--- config.mk ---
export PLATFORM = sky130hd
export DESIGN_NAME = term_map_top
export DESIGN_NICKNAME = d
export VERILOG_FILES = /design/src/term_pkg.sv /design/src/ramp_if.sv /design/src/term_sense.sv /design/src/ramp_gen.sv /design/src/term_map_top.sv
export SDC_FILE = /design/constraint.sdc
export NUM_CORES = 1
export LEC_CHECK = 0
export BUFFER_PORTS_ARGS = -buffer_cell sky130_fd_sc_hd__buf_2
export CORE_MARGIN = 2
export CORE_UTILIZATION = 50
export CTS_BUF_LIST = sky130_fd_sc_hd__clkbuf_8
export CTS_CLUSTER_DIAMETER = 40
export DETAILED_ROUTE_END_ITERATION = 16
export GPL_TIMING_DRIVEN = 1
export PLACE_DENSITY = 0.7
export REMOVE_ABC_BUFFERS = 1
export SLEW_MARGIN = 20
export SYNTH_ARGS = -nofsm -noshare
export SYNTH_HDL_FRONTEND = slang
export SYNTH_SLANG_ARGS = --single-unit
--- constraint.sdc ---
create_clock -name CLK -period 30.3 [get_ports CLK]
set_clock_uncertainty 0.15 [all_clocks]
set_input_delay 0 -clock CLK [delete_from_list [all_inputs] [get_ports CLK]]
set_output_delay 0 -clock CLK [all_outputs]
set_load 0.005 [all_outputs]
--- src/term_pkg.sv ---
package term_pkg;
   // Terminal and key counts
   localparam int NUM_TERM = 3;
   localparam int NUM_KEY = 4;
   localparam int THERM_TERM = 2;
   localparam int KEY_RUN = 0;
   localparam int KEY_STOP = 1;
   localparam int KEY_PRG = 2;
   localparam int KEY_MON = 3;

   // Input function codes
   localparam logic [7:0] FN_FWD = 8'h00;
   localparam logic [7:0] FN_EXT = 8'h0C;
   localparam logic [7:0] FN_ANALOG_SEL = 8'h10;
   localparam logic [7:0] FN_THERM = 8'h13;
   localparam logic [7:0] FN_START = 8'h14;
   localparam logic [7:0] FN_STOP = 8'h15;
   localparam logic [7:0] FN_DIR = 8'h16;
   localparam logic [7:0] FN_NET = 8'h19;
   localparam logic [7:0] FN_UP = 8'h1B;
   localparam logic [7:0] FN_DOWN = 8'h1C;
   localparam logic [7:0] FN_FORCE_OP = 8'h1F;
   localparam logic [7:0] FN_LAST = 8'h1F;

   // Reset values
   localparam logic [7:0] FUNC1_RST = FN_FWD;
   localparam logic [7:0] FUNC2_RST = FN_STOP;
   localparam logic [7:0] FUNC3_RST = FN_EXT;
   localparam logic [7:0] POL_NO = 8'h00;
   localparam logic [7:0] POL_NC = 8'h01;
   localparam logic [7:0] POL_RST = POL_NO;
   localparam logic [15:0] SPEED_RST = 16'h0000;

   // Parameter store selects
   localparam logic [3:0] SEL_FUNC1 = 4'h0;
   localparam logic [3:0] SEL_POL1 = 4'h3;
   localparam logic [3:0] SEL_ACCEL = 4'h6;
   localparam logic [3:0] SEL_DECEL = 4'h7;
   localparam logic [3:0] SEL_SPEED = 4'h8;
   localparam logic [3:0] SEL_STATUS = 4'h9;

   // Timing and speed scale (frequency in 0.1 Hz units)
   localparam int CLK_HZ = 10_000_000;
   localparam int RAMP_UNIT_MS = 100;
   localparam int RAMP_DEF_S = 10;
   localparam logic [7:0] RAMP_RST = 8'(RAMP_DEF_S * 1000 / RAMP_UNIT_MS);
   localparam int TICK_CYC = CLK_HZ / 1000 * RAMP_UNIT_MS;
   localparam logic [15:0] FREQ_FULL = 16'h0258;
   localparam logic [15:0] NEAR_STOP = 16'h0005;

   typedef enum logic [1:0] {DS_STOP, DS_RUN, DS_TRIP} drive_state_t;
   typedef logic [NUM_TERM-1:0][7:0] code_arr_t;

   // Code accepted for a terminal
   function automatic logic func_legal(input logic [7:0] code, input int term);
      return (code <= FN_LAST) && (code != FN_ANALOG_SEL)
         && ((code != FN_THERM) || (term == THERM_TERM));
   endfunction

   // Any terminal assigned to function f that is asserted in act
   function automatic logic fn_hit(input code_arr_t codes, input logic [NUM_TERM-1:0] act,
                                   input logic [7:0] f);
      logic hit;
      hit = 1'b0;
      for (int i = 0; i < NUM_TERM; i++) begin
         hit = hit | (act[i] && (codes[i] == f));
      end
      return hit;
   endfunction
endpackage

--- src/ramp_if.sv ---
`timescale 1ns/1ps
`default_nettype none
interface ramp_if;
   logic [15:0] target;
   logic [15:0] freq;
   logic [7:0] rate;
   modport ctl (output target, output rate, input freq);
   modport gen (input target, input rate, output freq);
endinterface
`default_nettype wire

--- src/term_sense.sv ---
`timescale 1ns/1ps
`default_nettype none
module term_sense #(
   parameter int N = 3
) (
   input wire logic clk,
   input wire logic rst,
   input wire logic ce,
   input wire logic [N-1:0] pin,
   input wire logic [N-1:0] invert,
   output logic [N-1:0] level,
   output logic [N-1:0] rise,
   output logic [N-1:0] fall
);
   logic [N-1:0] s1_r;
   logic [N-1:0] s2_r;
   logic [N-1:0] act;

   if (N < 1) begin : g_chk
      $error("term_sense needs at least one input");
   end

   // Two-stage synchroniser; only the second stage is looked at
   always_ff @(posedge clk) begin
      if (rst) begin
         s1_r <= '0;
         s2_r <= '0;
      end else if (ce) begin
         s1_r <= pin;
         s2_r <= s1_r;
      end
   end

   assign act = s2_r ^ invert;

   // Polarity applied before edges, so with invert set a closed contact opening reads as a rise
   always_ff @(posedge clk) begin
      if (rst) begin
         level <= '0;
         rise <= '0;
         fall <= '0;
      end else if (ce) begin
         level <= act;
         rise <= act & ~level;
         fall <= ~act & level;
      end
   end
endmodule // term_sense
`default_nettype wire

--- src/ramp_gen.sv ---
`timescale 1ns/1ps
`default_nettype none
module ramp_gen #(
   parameter int TICK = 1_000_000,
   parameter logic [15:0] FULL = 16'h0258
) (
   input wire logic clk,
   input wire logic rst,
   input wire logic ce,
   ramp_if.gen rp
);
   logic [39:0] acc_r;
   logic [39:0] limit;
   logic [39:0] sum;
   logic [7:0] rate_eff;

   if (TICK < 1 || FULL == 16'h0000) begin : g_chk
      $error("ramp_gen needs a nonzero tick and full scale");
   end

   // Zero ramp time would step every cycle; treat it as the shortest ramp
   assign rate_eff = (rp.rate == 8'h00) ? 8'h01 : rp.rate;
   assign limit = 40'(rate_eff) * 40'(TICK);
   assign sum = acc_r + 40'(FULL);

   // Full scale is covered in rate*TICK cycles, one step at most per cycle
   always_ff @(posedge clk) begin
      if (rst) begin
         acc_r <= '0;
         rp.freq <= 16'h0000;
      end else if (ce) begin
         if (rp.freq == rp.target) begin
            acc_r <= '0;
         end else if (sum >= limit) begin
            acc_r <= sum - limit;
            rp.freq <= (rp.target > rp.freq) ? rp.freq + 16'h0001 : rp.freq - 16'h0001;
         end else begin
            acc_r <= sum;
         end
      end
   end
endmodule // ramp_gen
`default_nettype wire

--- src/term_map_top.sv ---
// Behaviour
// - Three input terminals, each assigned a function by stored code 00 to 31.
// - Terminal three may also take code 19, thermistor protection input.
// - Reset codes: terminal one 00, terminal two 21, terminal three 12.
// - Per-terminal polarity: 00 normally open, 01 normally closed inverting level.
// - All three polarity codes reset to normally open.
// - Code 20 start, 21 stop, 22 forward/reverse select.
// - Code 27 speed increase, code 28 speed decrease.
// - Code 25 network select, code 31 forced panel operation.
// - Code 16, analog source select, is refused.
// - Program indicator lit in program mode, dark in monitor mode.
// - Run/stop and program/monitor states are independent of each other.
// - Pressing the monitor key leaves program mode at once.
// - Acceleration and deceleration times reset to ten seconds.
// - Drive outputs switch off once speed reaches near stop at zero command.
// - Enabled run key starts and lights run; stop key stops the motor.
// - Network control while network select is active, local control otherwise.
// - Start input active edge starts with acceleration; inactive does nothing.
`timescale 1ns/1ps
`default_nettype none
module term_map_top
   import term_pkg::*;
#(
   parameter int TICK = term_pkg::TICK_CYC,
   parameter logic [15:0] FULL = term_pkg::FREQ_FULL
) (
   input wire logic CLK,
   input wire logic RST,
   input wire logic CE,
   input wire logic [term_pkg::NUM_TERM-1:0] TERM_IN,
   input wire logic [term_pkg::NUM_KEY-1:0] KEY_IN,
   input wire logic RUN_KEY_EN,
   input wire logic STORE_STB,
   input wire logic [3:0] PARAM_SEL,
   input wire logic [15:0] PARAM_DATA,
   input wire logic NET_RUN,
   input wire logic NET_STOP,
   input wire logic NET_REV,
   input wire logic [15:0] NET_SPEED,
   output logic [15:0] PARAM_Q,
   output logic STORE_REJ,
   output logic RUN_LED,
   output logic PROG_LED,
   output logic DRIVE_ON,
   output logic [15:0] FREQ_OUT,
   output logic REVERSE,
   output logic TRIP,
   output logic NET_MODE,
   output logic FORCE_OP
);
   import term_pkg::*;

   code_arr_t func_r;
   logic [NUM_TERM-1:0] pol_r;
   logic [7:0] accel_r;
   logic [7:0] decel_r;
   logic [15:0] speed_r;
   logic prog_r;
   drive_state_t state_r;
   drive_state_t state_nxt;
   logic dir_r;
   logic hold_r;

   logic [NUM_TERM-1:0] t_lvl;
   logic [NUM_TERM-1:0] t_rise;
   logic [NUM_TERM-1:0] t_fall;
   logic [NUM_KEY-1:0] k_rise;

   logic start_in;
   logic stop_in;
   logic fwd_rise;
   logic fwd_fall;
   logic dir_in;
   logic up_in;
   logic down_in;
   logic network_select_in;
   logic force_operator_in;
   logic external_trip_in;
   logic thermistor_protect_in;
   logic local_term;
   logic start_req;
   logic stop_req;
   logic trip_req;
   logic dir_req;
   logic running;
   logic near_stop;
   logic [15:0] target;
   logic wr_ok;
   int sel_idx;

   ramp_if rif ();

   if (TICK < 1 || FULL == 16'h0000) begin : g_chk
      $error("term_map_top needs a nonzero tick and full scale");
   end

   // Terminal pins: synchronise, then apply polarity
   term_sense #(
      .N(NUM_TERM)
   ) u_term (
      .clk(CLK),
      .rst(RST),
      .ce(CE),
      .pin(TERM_IN),
      .invert(pol_r),
      .level(t_lvl),
      .rise(t_rise),
      .fall(t_fall)
   );

   // Panel keys are pins as well, always active high
   term_sense #(
      .N(NUM_KEY)
   ) u_key (
      .clk(CLK),
      .rst(RST),
      .ce(CE),
      .pin(KEY_IN),
      .invert('0),
      .level(),
      .rise(k_rise),
      .fall()
   );

   // Speed ramp shared by acceleration and deceleration
   ramp_gen #(
      .TICK(TICK),
      .FULL(FULL)
   ) u_ramp (
      .clk(CLK),
      .rst(RST),
      .ce(CE),
      .rp(rif.gen)
   );

   // Function decode over all terminals
   assign start_in = fn_hit(func_r, t_rise, FN_START);
   assign stop_in = fn_hit(func_r, t_rise, FN_STOP);
   assign dir_in = fn_hit(func_r, t_lvl, FN_DIR);
   assign fwd_rise = fn_hit(func_r, t_rise, FN_FWD);
   assign fwd_fall = fn_hit(func_r, t_fall, FN_FWD);
   assign up_in = fn_hit(func_r, t_lvl, FN_UP);
   assign down_in = fn_hit(func_r, t_lvl, FN_DOWN);
   assign network_select_in = fn_hit(func_r, t_lvl, FN_NET);
   assign force_operator_in = fn_hit(func_r, t_lvl, FN_FORCE_OP);
   assign external_trip_in = fn_hit(func_r, t_lvl, FN_EXT);
   assign thermistor_protect_in = t_lvl[THERM_TERM]
      && (func_r[THERM_TERM] == FN_THERM);

   // Terminals command the motor only locally and when not overridden by the panel
   assign local_term = !network_select_in && !force_operator_in;

   // Run and stop sources; the network owns them while selected, apart from the stop key
   always_comb begin
      if (network_select_in) begin
         start_req = NET_RUN;
         stop_req = NET_STOP | k_rise[KEY_STOP];
         dir_req = NET_REV;
      end else begin
         start_req = (k_rise[KEY_RUN] && RUN_KEY_EN)
            || (local_term && (start_in || fwd_rise));
         stop_req = k_rise[KEY_STOP]
            || (local_term && (stop_in || fwd_fall));
         dir_req = local_term ? dir_in : dir_r;
      end
   end

   assign trip_req = external_trip_in || thermistor_protect_in;
   assign running = (state_r == DS_RUN);
   assign near_stop = (rif.freq <= NEAR_STOP);

   // Drive state; trip wins, then stop, then start
   always_comb begin
      state_nxt = state_r;
      case (state_r)
         DS_STOP: begin
            if (trip_req) begin
               state_nxt = DS_TRIP;
            end else if (start_req && !stop_req) begin
               state_nxt = DS_RUN;
            end
         end
         DS_RUN: begin
            if (trip_req) begin
               state_nxt = DS_TRIP;
            end else if (stop_req) begin
               state_nxt = DS_STOP;
            end
         end
         DS_TRIP: begin
            // Leaves trip only by a stop request after the cause is gone
            if (!trip_req && stop_req) begin
               state_nxt = DS_STOP;
            end
         end
         default: state_nxt = DS_STOP;
      endcase
   end

   // Run/stop state never looks at program mode
   always_ff @(posedge CLK) begin
      if (RST) begin
         state_r <= DS_STOP;
      end else if (CE) begin
         state_r <= state_nxt;
      end
   end

   // Program/monitor state moved by panel keys only
   always_ff @(posedge CLK) begin
      if (RST) begin
         prog_r <= 1'b0;
      end else if (CE) begin
         if (k_rise[KEY_MON]) begin
            prog_r <= 1'b0;
         end else if (k_rise[KEY_PRG]) begin
            prog_r <= 1'b1;
         end
      end
   end

   // Direction turns over only near standstill, so reversal ramps through zero
   always_ff @(posedge CLK) begin
      if (RST) begin
         dir_r <= 1'b0;
      end else if (CE) begin
         if (dir_req != dir_r && near_stop) begin
            dir_r <= dir_req;
         end
      end
   end

   // Up/down pot: on release the reached speed becomes the new setpoint
   always_ff @(posedge CLK) begin
      if (RST) begin
         hold_r <= 1'b0;
      end else if (CE) begin
         hold_r <= local_term && (up_in || down_in);
      end
   end

   // Speed target chosen from the active control source
   always_comb begin
      if (!running || dir_req != dir_r) begin
         target = 16'h0000;
      end else if (network_select_in) begin
         target = (NET_SPEED > FULL) ? FULL : NET_SPEED;
      end else if (local_term && up_in) begin
         target = FULL;
      end else if (local_term && down_in) begin
         target = 16'h0000;
      end else begin
         target = (speed_r > FULL) ? FULL : speed_r;
      end
   end

   assign rif.target = target;
   assign rif.rate = (target > rif.freq) ? accel_r : decel_r;

   // Store port: write accepted only in program mode and with a legal value
   assign sel_idx = int'(PARAM_SEL);

   always_comb begin
      wr_ok = prog_r;
      if (PARAM_SEL < SEL_POL1) begin
         wr_ok = prog_r && !running && (PARAM_DATA[15:8] == 8'h00)
            && func_legal(PARAM_DATA[7:0], sel_idx);
      end else if (PARAM_SEL < SEL_ACCEL) begin
         wr_ok = prog_r && !running
            && (PARAM_DATA == {8'h00, POL_NO} || PARAM_DATA == {8'h00, POL_NC});
      end else if (PARAM_SEL == SEL_ACCEL || PARAM_SEL == SEL_DECEL) begin
         wr_ok = prog_r && !running && (PARAM_DATA[15:8] == 8'h00);
      end else if (PARAM_SEL != SEL_SPEED) begin
         wr_ok = 1'b0;
      end
   end

   // Function and polarity codes
   always_ff @(posedge CLK) begin
      if (RST) begin
         func_r[0] <= FUNC1_RST;
         func_r[1] <= FUNC2_RST;
         func_r[2] <= FUNC3_RST;
         pol_r <= {NUM_TERM{POL_RST[0]}};
      end else if (CE && STORE_STB && wr_ok) begin
         for (int i = 0; i < NUM_TERM; i++) begin
            if (PARAM_SEL == SEL_FUNC1 + 4'(i)) begin
               func_r[i] <= PARAM_DATA[7:0];
            end
            if (PARAM_SEL == SEL_POL1 + 4'(i)) begin
               pol_r[i] <= PARAM_DATA[0];
            end
         end
      end
   end

   // Ramp times
   always_ff @(posedge CLK) begin
      if (RST) begin
         accel_r <= RAMP_RST;
         decel_r <= RAMP_RST;
      end else if (CE && STORE_STB && wr_ok) begin
         if (PARAM_SEL == SEL_ACCEL) begin
            accel_r <= PARAM_DATA[7:0];
         end
         if (PARAM_SEL == SEL_DECEL) begin
            decel_r <= PARAM_DATA[7:0];
         end
      end
   end

   // Local setpoint; editable in program mode even while running
   always_ff @(posedge CLK) begin
      if (RST) begin
         speed_r <= SPEED_RST;
      end else if (CE) begin
         if (STORE_STB && wr_ok && PARAM_SEL == SEL_SPEED) begin
            speed_r <= PARAM_DATA;
         end else if (hold_r && !(local_term && (up_in || down_in))) begin
            speed_r <= rif.freq;
         end
      end
   end

   // Read-back of stored values and status
   always_ff @(posedge CLK) begin
      if (RST) begin
         PARAM_Q <= 16'h0000;
         STORE_REJ <= 1'b0;
      end else if (CE) begin
         STORE_REJ <= STORE_STB && !wr_ok;
         case (PARAM_SEL)
            SEL_FUNC1: PARAM_Q <= {8'h00, func_r[0]};
            SEL_FUNC1 + 4'h1: PARAM_Q <= {8'h00, func_r[1]};
            SEL_FUNC1 + 4'h2: PARAM_Q <= {8'h00, func_r[2]};
            SEL_POL1: PARAM_Q <= {15'h0000, pol_r[0]};
            SEL_POL1 + 4'h1: PARAM_Q <= {15'h0000, pol_r[1]};
            SEL_POL1 + 4'h2: PARAM_Q <= {15'h0000, pol_r[2]};
            SEL_ACCEL: PARAM_Q <= {8'h00, accel_r};
            SEL_DECEL: PARAM_Q <= {8'h00, decel_r};
            SEL_SPEED: PARAM_Q <= speed_r;
            SEL_STATUS: PARAM_Q <= {9'h000, t_lvl, state_r == DS_TRIP, dir_r, prog_r, running};
            default: PARAM_Q <= 16'h0000;
         endcase
      end
   end

   // Indicators and drive outputs, all registered
   always_ff @(posedge CLK) begin
      if (RST) begin
         RUN_LED <= 1'b0;
         PROG_LED <= 1'b0;
         DRIVE_ON <= 1'b0;
         FREQ_OUT <= 16'h0000;
         REVERSE <= 1'b0;
         TRIP <= 1'b0;
         NET_MODE <= 1'b0;
         FORCE_OP <= 1'b0;
      end else if (CE) begin
         RUN_LED <= running;
         PROG_LED <= prog_r;
         // Keeps driving through deceleration, drops at near stop; trip cuts at once
         DRIVE_ON <= (state_r != DS_TRIP) && (running || !near_stop)
            && !(target == 16'h0000 && near_stop);
         FREQ_OUT <= rif.freq;
         REVERSE <= dir_r;
         TRIP <= (state_r == DS_TRIP);
         NET_MODE <= network_select_in;
         FORCE_OP <= force_operator_in;
      end
   end
endmodule // term_map_top
`default_nettype wire

* Yosys cells after proc, flatten, opt, wreduce, memory -nomap -nowiden *
Index checks and enable logic that the tools add are counted.

storage, ports and cells
  bits of input ports = 51
  flip-flop bits (word level) = 191
  word-level logic and storage cells = 253

cells by class
  reduce and logical (&&, ||, !) cells = 100
  add/sub/neg operators = 4
  mux-type cells = 30
  bitwise operators = 29
  multiply operators = 1
  $lt $le $gt $ge = 8
  eq/ne operators = 47

operators by type and width
  operator                  number
  $eq A8 B5 Y1 const B      22
  $pmux W16 S10             1
  $mux W16                  9
  $mux W40                  2
  $logic_and A1 B1 Y1       56
  $add A40 B10 Y40 const B  1
  $ge A40 B28 Y1            1
  $logic_not A8 Y1          5
  $sub A40 B28 Y40          1
  $gt A16 B10 Y1 const B    2
  $logic_not A16 Y1         2
  $eq A8 B4 Y1 const B      3
  $mul A8 B14 Y22 const B   1
  $reduce_and A2 Y1         11
  $or A1 B1 Y1              21
  $eq A4 B3 Y1 const B      5
  $add A16 B1 Y16 const B   1
  $eq A16 B1 Y1 const B     1
  $eq A16 B16 Y1            1
  $gt A16 B16 Y1            1
  $le A16 B3 Y1 const B     1
  $mux W8                   2
  $ne A8 B5 Y1 const B      2
  $sub A16 B1 Y16 const B   1
  other kinds (28)          66

* Logic depth before layout (Yosys ltp) *
  depth after elaboration = 19
  gate-level depth with buffers = 45
  mapped depth without buffers = 42

* By module *
Synthesis repeated with hierarchy kept, for this count alone.

second synthesis, totals
  cell total of the unflattened synthesis = 1797
  area total of the unflattened synthesis = 14749.1 µm²

modules (own cells, without submodules)
  module               times used  area each (µm²)  sequential area each (µm²)  cells each
  ramp_gen             1           7191.9           1061.0                      921
  term_map_top         1           6103.4           2082.0                      746
  term_sense (u_key)   1           833.3            400.4                       74
  term_sense (u_term)  1           620.6            300.3                       56

* Least setup slack after synthesis *
No wires, ideal clock.

  kind = reg2reg
  start point = register func_r[13] (netlist bit)
  end point = register u_ramp.acc_r[19]
  data arrival time = 10.081 ns
  path buffers = 3
  setup slack = 19.941 ns
  period minus slack after synthesis = 10.359 ns
  cell stages (with the launch flop) = 40
  required time = 30.022 ns
  path through = dfxtp_1 > or4b_1 > or4b_2 > o221ai_2 > nand3b_1 > nand4_1 > clkbuf_1 > nor2_1 > ha_1 > nand4_1 > or2_2 > or3_1 > o21ai_0 > buf_1 > mux2i_1 > fa_1 > inv_1 > ha_1 > [4 not listed] > ha_1 > or3_1 > o211a_1 > o21a_1 > o21a_1 > o41ai_1 > xnor2_1 > ha_1 > and3_1 > nand2_1 > o21bai_1 > a31oi_1 > nor3b_4 > nand2_4 > buf_2 > mux2_1 > a22oi_1 > nor2_1

between the ends
  cells in the longest elaborated chain, start to end = 19

RTL lines
  what                                                       RTL line                                  RTL
  start, declared                                            term_map_top.sv:53                        code_arr_t func_r;
  start signal, assigned by index                            term_map_top.sv:288                       func_r[i] <= PARAM_DATA[7:0];
  $eq A8 B5 Y1                                               term_pkg.sv:66                            hit = hit | (act[i] && (codes[i] == f));
  $logic_and A1 B1 Y1                                        term_pkg.sv:66
  $or A1 B1 Y1 (2 in a row)                                  term_pkg.sv:66
  $logic_not A1 Y1                                           term_map_top.sv:151                       assign local_term = !network_select_in && !force_operator_in;
  $logic_and A1 B1 Y1                                        term_map_top.sv:151
  $logic_and A1 B1 Y1 / $mux W1 (equally long branches)      term_map_top.sv:250, term_map_top.sv:164
  $mux W16 / $mux W1 (equally long branches)                 term_map_top.sv:250, term_map_top.sv:155
  $mux W16 / $ne A1 B1 Y1 (equally long branches)            term_map_top.sv:248, term_map_top.sv:244
  [2 not listed]                                             -
  $gt A16 B16 Y1                                             term_map_top.sv:258                       assign rif.rate = (target > rif.freq) ? accel_r : decel_r;
  $mux W8                                                    term_map_top.sv:258
  $logic_not A8 Y1                                           ramp_gen.sv:22                            assign rate_eff = (rp.rate == 8'h00) ? 8'h01 : rp.rate;
  $mux W8                                                    ramp_gen.sv:22
  $mul A8 B14 Y22                                            ramp_gen.sv:23                            assign limit = 40'(rate_eff) * 40'(TICK);
  $sub A40 B28 Y40 / $ge A40 B28 Y1 (equally long branches)  ramp_gen.sv:35, ramp_gen.sv:34
  $mux W40                                                   ramp_gen.sv:34                            end else if (sum >= limit) begin
  $mux W40 *                                                 ramp_gen.sv:32                            if (rp.freq == rp.target) begin
  end signal, assigned                                       ramp_gen.sv:35                            acc_r <= sum - limit;
  end signal, assigned                                       ramp_gen.sv:38                            acc_r <= sum;
  end, declared                                              ramp_gen.sv:12                            logic [39:0] acc_r;

Every way passes the cells marked *; elsewhere a longest branch is shown, timed or not.
A chain may end at the register's enable or synchronous reset.

* Worst setup path after layout *
  start point = register func_r[13] (netlist bit)
  end point = register u_ramp.acc_r[22]

Same word-level chain as after synthesis.

==> metrics <==
CP Class=reg -> reg; max_cap viols=0; final setup violation count=0; Netlist cell types=between 90 and 100; GR Overflow Total=0; top cell type's share of synthesized area=a little over a quarter; HPWL after DPL=~28,000 um; initial antenna violation count=0; Slew @ Worst Pin=roughly 1.1 ns; die width=roughly 170 um; largest net degree at the start of global routing=85; Max IR drop VDD=about 0.046 mV; vias per cell=around 6.0; fin. max-slew vios=0; Mapped Cells=around 1,700; # clock sinks=188; Synth Flop Type=dfxtp_1; Post-synth EDFFs=0; PwrDens=slightly above 60 nW/um^2; yosys warns=0; outcome=completed; area delta synth->final=10.0%; fin worst setup slack=a little under 20 ns; antenna cell count=0; Metal-1 WL=roughly 18,000 um; CTS tree=done; syn avg cell area=8.10 um^2; final worst path period need=11.05 ns; Die H=about 170 um; Nets=1,956; RD Place Congestion=roughly 0.9; Iteration-0 DRC Markers=roughly 1,200; critical path endpoint category=flip-flop; DRT Pass-1 Iters=5; first-pass GRT wire length=about 63,000 um; Num CTS Buffers=17; cell taking the most area after synthesis=dfxtp_1; Pleak=0.00641 uW; #FFs+latches synth=about 190; clk_lat worst skew=between 0.4 and 0.5 ns; worst hold slack=0.0220 ns; DR WL/cell=around 18 um; highest routed layer=met4; # rows=60; relative slew slack=26.0%; setup_tns=0 ns; Final ANT Viol Nets=0; CP Launch Type=flip-flop; Hold Crit Class=in -> reg; routed wire length on met2=about 17,000 um; H-tree levels=4; vias in the first global route=~12,000; starting density of the core=between 50% and 60%; worst endpoint required time=between 30 and 40 ns; Crit path arrival time=approximately 11 ns; RSZ-0062 raised after global routing=false; final critical-path share of the clock period=roughly 36%; Post-synth ARST share=0%; vias=roughly 13,000; Hold Violations, Final=0; crit-path max FO=25; clock buffer depth=2; gr usage total=between 20 and 30%; met3 WL=between 2000 and 3000 um; Resized cells post-CTS=0; core area=27,000 um^2; Top cell by count, worst path=ha_1; CP peak stage delay=0.72 ns; fmax=between 0.09 and 0.1 GHz; post-synthesis sequential area ratio=between 20% and 30%; setup bufs post-CTS=0; Cell Area, Synth=approximately 14,000 um^2; DRT Wirelength=roughly 39,000 um; fraction of layout cells with a size suffix above 1=10.5%; CP max-delay cell=nor4_1; synth top area cells=dfxtp_1 (27%), ha_1 (9.5%), mux2i_1 (7.8%); DP Worst Slack=19.34 ns; clock-pin transition on the worst setup and hold timing paths=0.12 ns; CTS Root Cell=clkbuf_8; Buffers on Ports=90; I/O pins=91; die area=29,000 um^2; drc violations=0
[cells in the final DEF (no fill, tap or decap), drive strengths merged, types with 9 or more instances in the layout]
cell type | synthesis | final
xor2 | 30 | 30
o21a | 16 | 16
nand3 | 40 | 40
dlygate4sd3 | 0 | 39
nor4 | 24 | 24
dfxtp | 188 | 188
nand2 | 111 | 111
mux2i | 108 | 108
and2 | 16 | 16
nand3b | 9 | 9
a21oi | 118 | 118
and3 | 13 | 13
clkbuf | 57 | 17
mux2 | 11 | 11
a22oi | 27 | 27
nor2 | 236 | 236
buf | 29 | 97
fa | 19 | 19
o21ai | 71 | 71
o211ai | 9 | 9
a21o | 30 | 30
inv | 81 | 90
nand2b | 14 | 14
xnor2 | 60 | 60
a31oi | 17 | 17
nand4 | 20 | 20
or3 | 26 | 26
or2 | 14 | 14
nor2b | 18 | 18
a211oi | 34 | 34
ha | 105 | 105
nor3 | 55 | 55
[power breakdown]
part	switching [uW]	leakage, uW	internal, uW
logic	243	0.00468	192
clock network	108	0.000203	62.0
registers	46.6	0.00153	276
[cell type report]
cell class,count,area [um^2]
fillers,2497,11800
clock buffers,17,234
inverters,81,304
multi-input cells,1357,9430
repair buffers,136,898
well taps,341,427
flip-flops and latches,188,3760
clock inverters,15,155
[layer usage]
layer  vias to the layer above  track usage, %
met2                       432            43.7
met4                         0            6.09
li1                       6284               -
met1                      6011            37.7
met3                        57            4.65
met5                         -               0
[through the flow]
| step | total power, uW | utilization (%) | cells | area, um^2 |
|---|---|---|---|---|
| 6_report | 928 | 56.3 | 2135 | 15200 |
| 5_1_grt | 994 | 56.3 | 2135 | 15200 |
| 4_1_cts | 923 | 56.3 | 2135 | 15200 |
| 3_5_place_dp | 746 | 53.4 | 2064 | 14400 |
| 3_3_place_gp | 738 | 53.4 | 2064 | 14400 |
| 2_1_floorplan | 641 | - | 1626 | 13500 |
[worst max-delay path: cells and delay by family, from the launching register on]
family / cells / cell delay (ns)
mux: 2 / 0.99
fa+ha+maj: 7 / 2.59
compound gates: 11 / 1.79
simple gates: 14 / 4.16
flops: 1 / 0.35
buf+inv: 4 / 0.57
xor+xnor: 1 / 0.27
[cell usage after synthesis, types with 4 or more instances]
library cell  count
a31oi_1          17
o31ai_1           5
or3_1            24
o21a_1           16
a221oi_1          5
o31a_1            4
a2bb2oi_1         4
xor2_1           30
xnor2_1          60
dfxtp_1         188
buf_1            16
ha_1            105
o211ai_1          9
nand2_1         110
inv_1            81
nor4_1           21
mux2_2            8
nor2b_1          18
nor2_1          236
nand2b_1         14
o221ai_1          4
and3_1           12
o221a_2           4
a21o_1           30
nand3b_1          9
mux2i_1         108
nor3_1           51
a21oi_1         117
a22oi_1          27
nand4_1          19
nand3_1          39
o21ai_0          69
or2_2            12
nand4b_1          4
a211oi_1         34
o22ai_1           7
fa_1             19
clkbuf_1         57
and4_1            4
buf_2            10
and2_1           15
[final timing paths]
check	startpoint	slack [ns]	cells past startpoint	to
max reg2reg	func_r[13]	19.25	39	u_ramp.acc_r[22]
max	func_r[13]	19.25	39	u_ramp.acc_r[22]
min	PARAM_SEL[3]	0.02	6	PARAM_Q[2]
min reg2reg	u_key.rise[3]	0.32	1	prog_r
[what timing repair did]
action                                  CTS  global route
hold buffers                             39             0
hold endpoints to repair                 91             0
endpoints found under the setup margin    0             0
[cells by family after synthesis]
group	after synthesis	synth area share (%)
AND/OR/NAND/NOR	622	22.3
AO/OA/AOI/OAI	396	18.9
flip-flops	188	27.2
buffers and inverters	167	4.85
adder cells (fa/ha/maj)	124	12.2
multiplexers	119	8.71
XOR/XNOR	90	5.70
other	1	0.0271
[sequential cells by signal, summed over array words and instances (netlist names), 4 cells and up]
register        cells
u_key.rise          4
FREQ_OUT           16
decel_r             8
speed_r            16
accel_r             8
u_ramp.acc_r       37
func_r             24
PARAM_Q            16
u_ramp.rp.freq     16
u_key.s1_r          4
u_key.s2_r          4
u_key.level         4
Power figures use the tool's default switching activity.
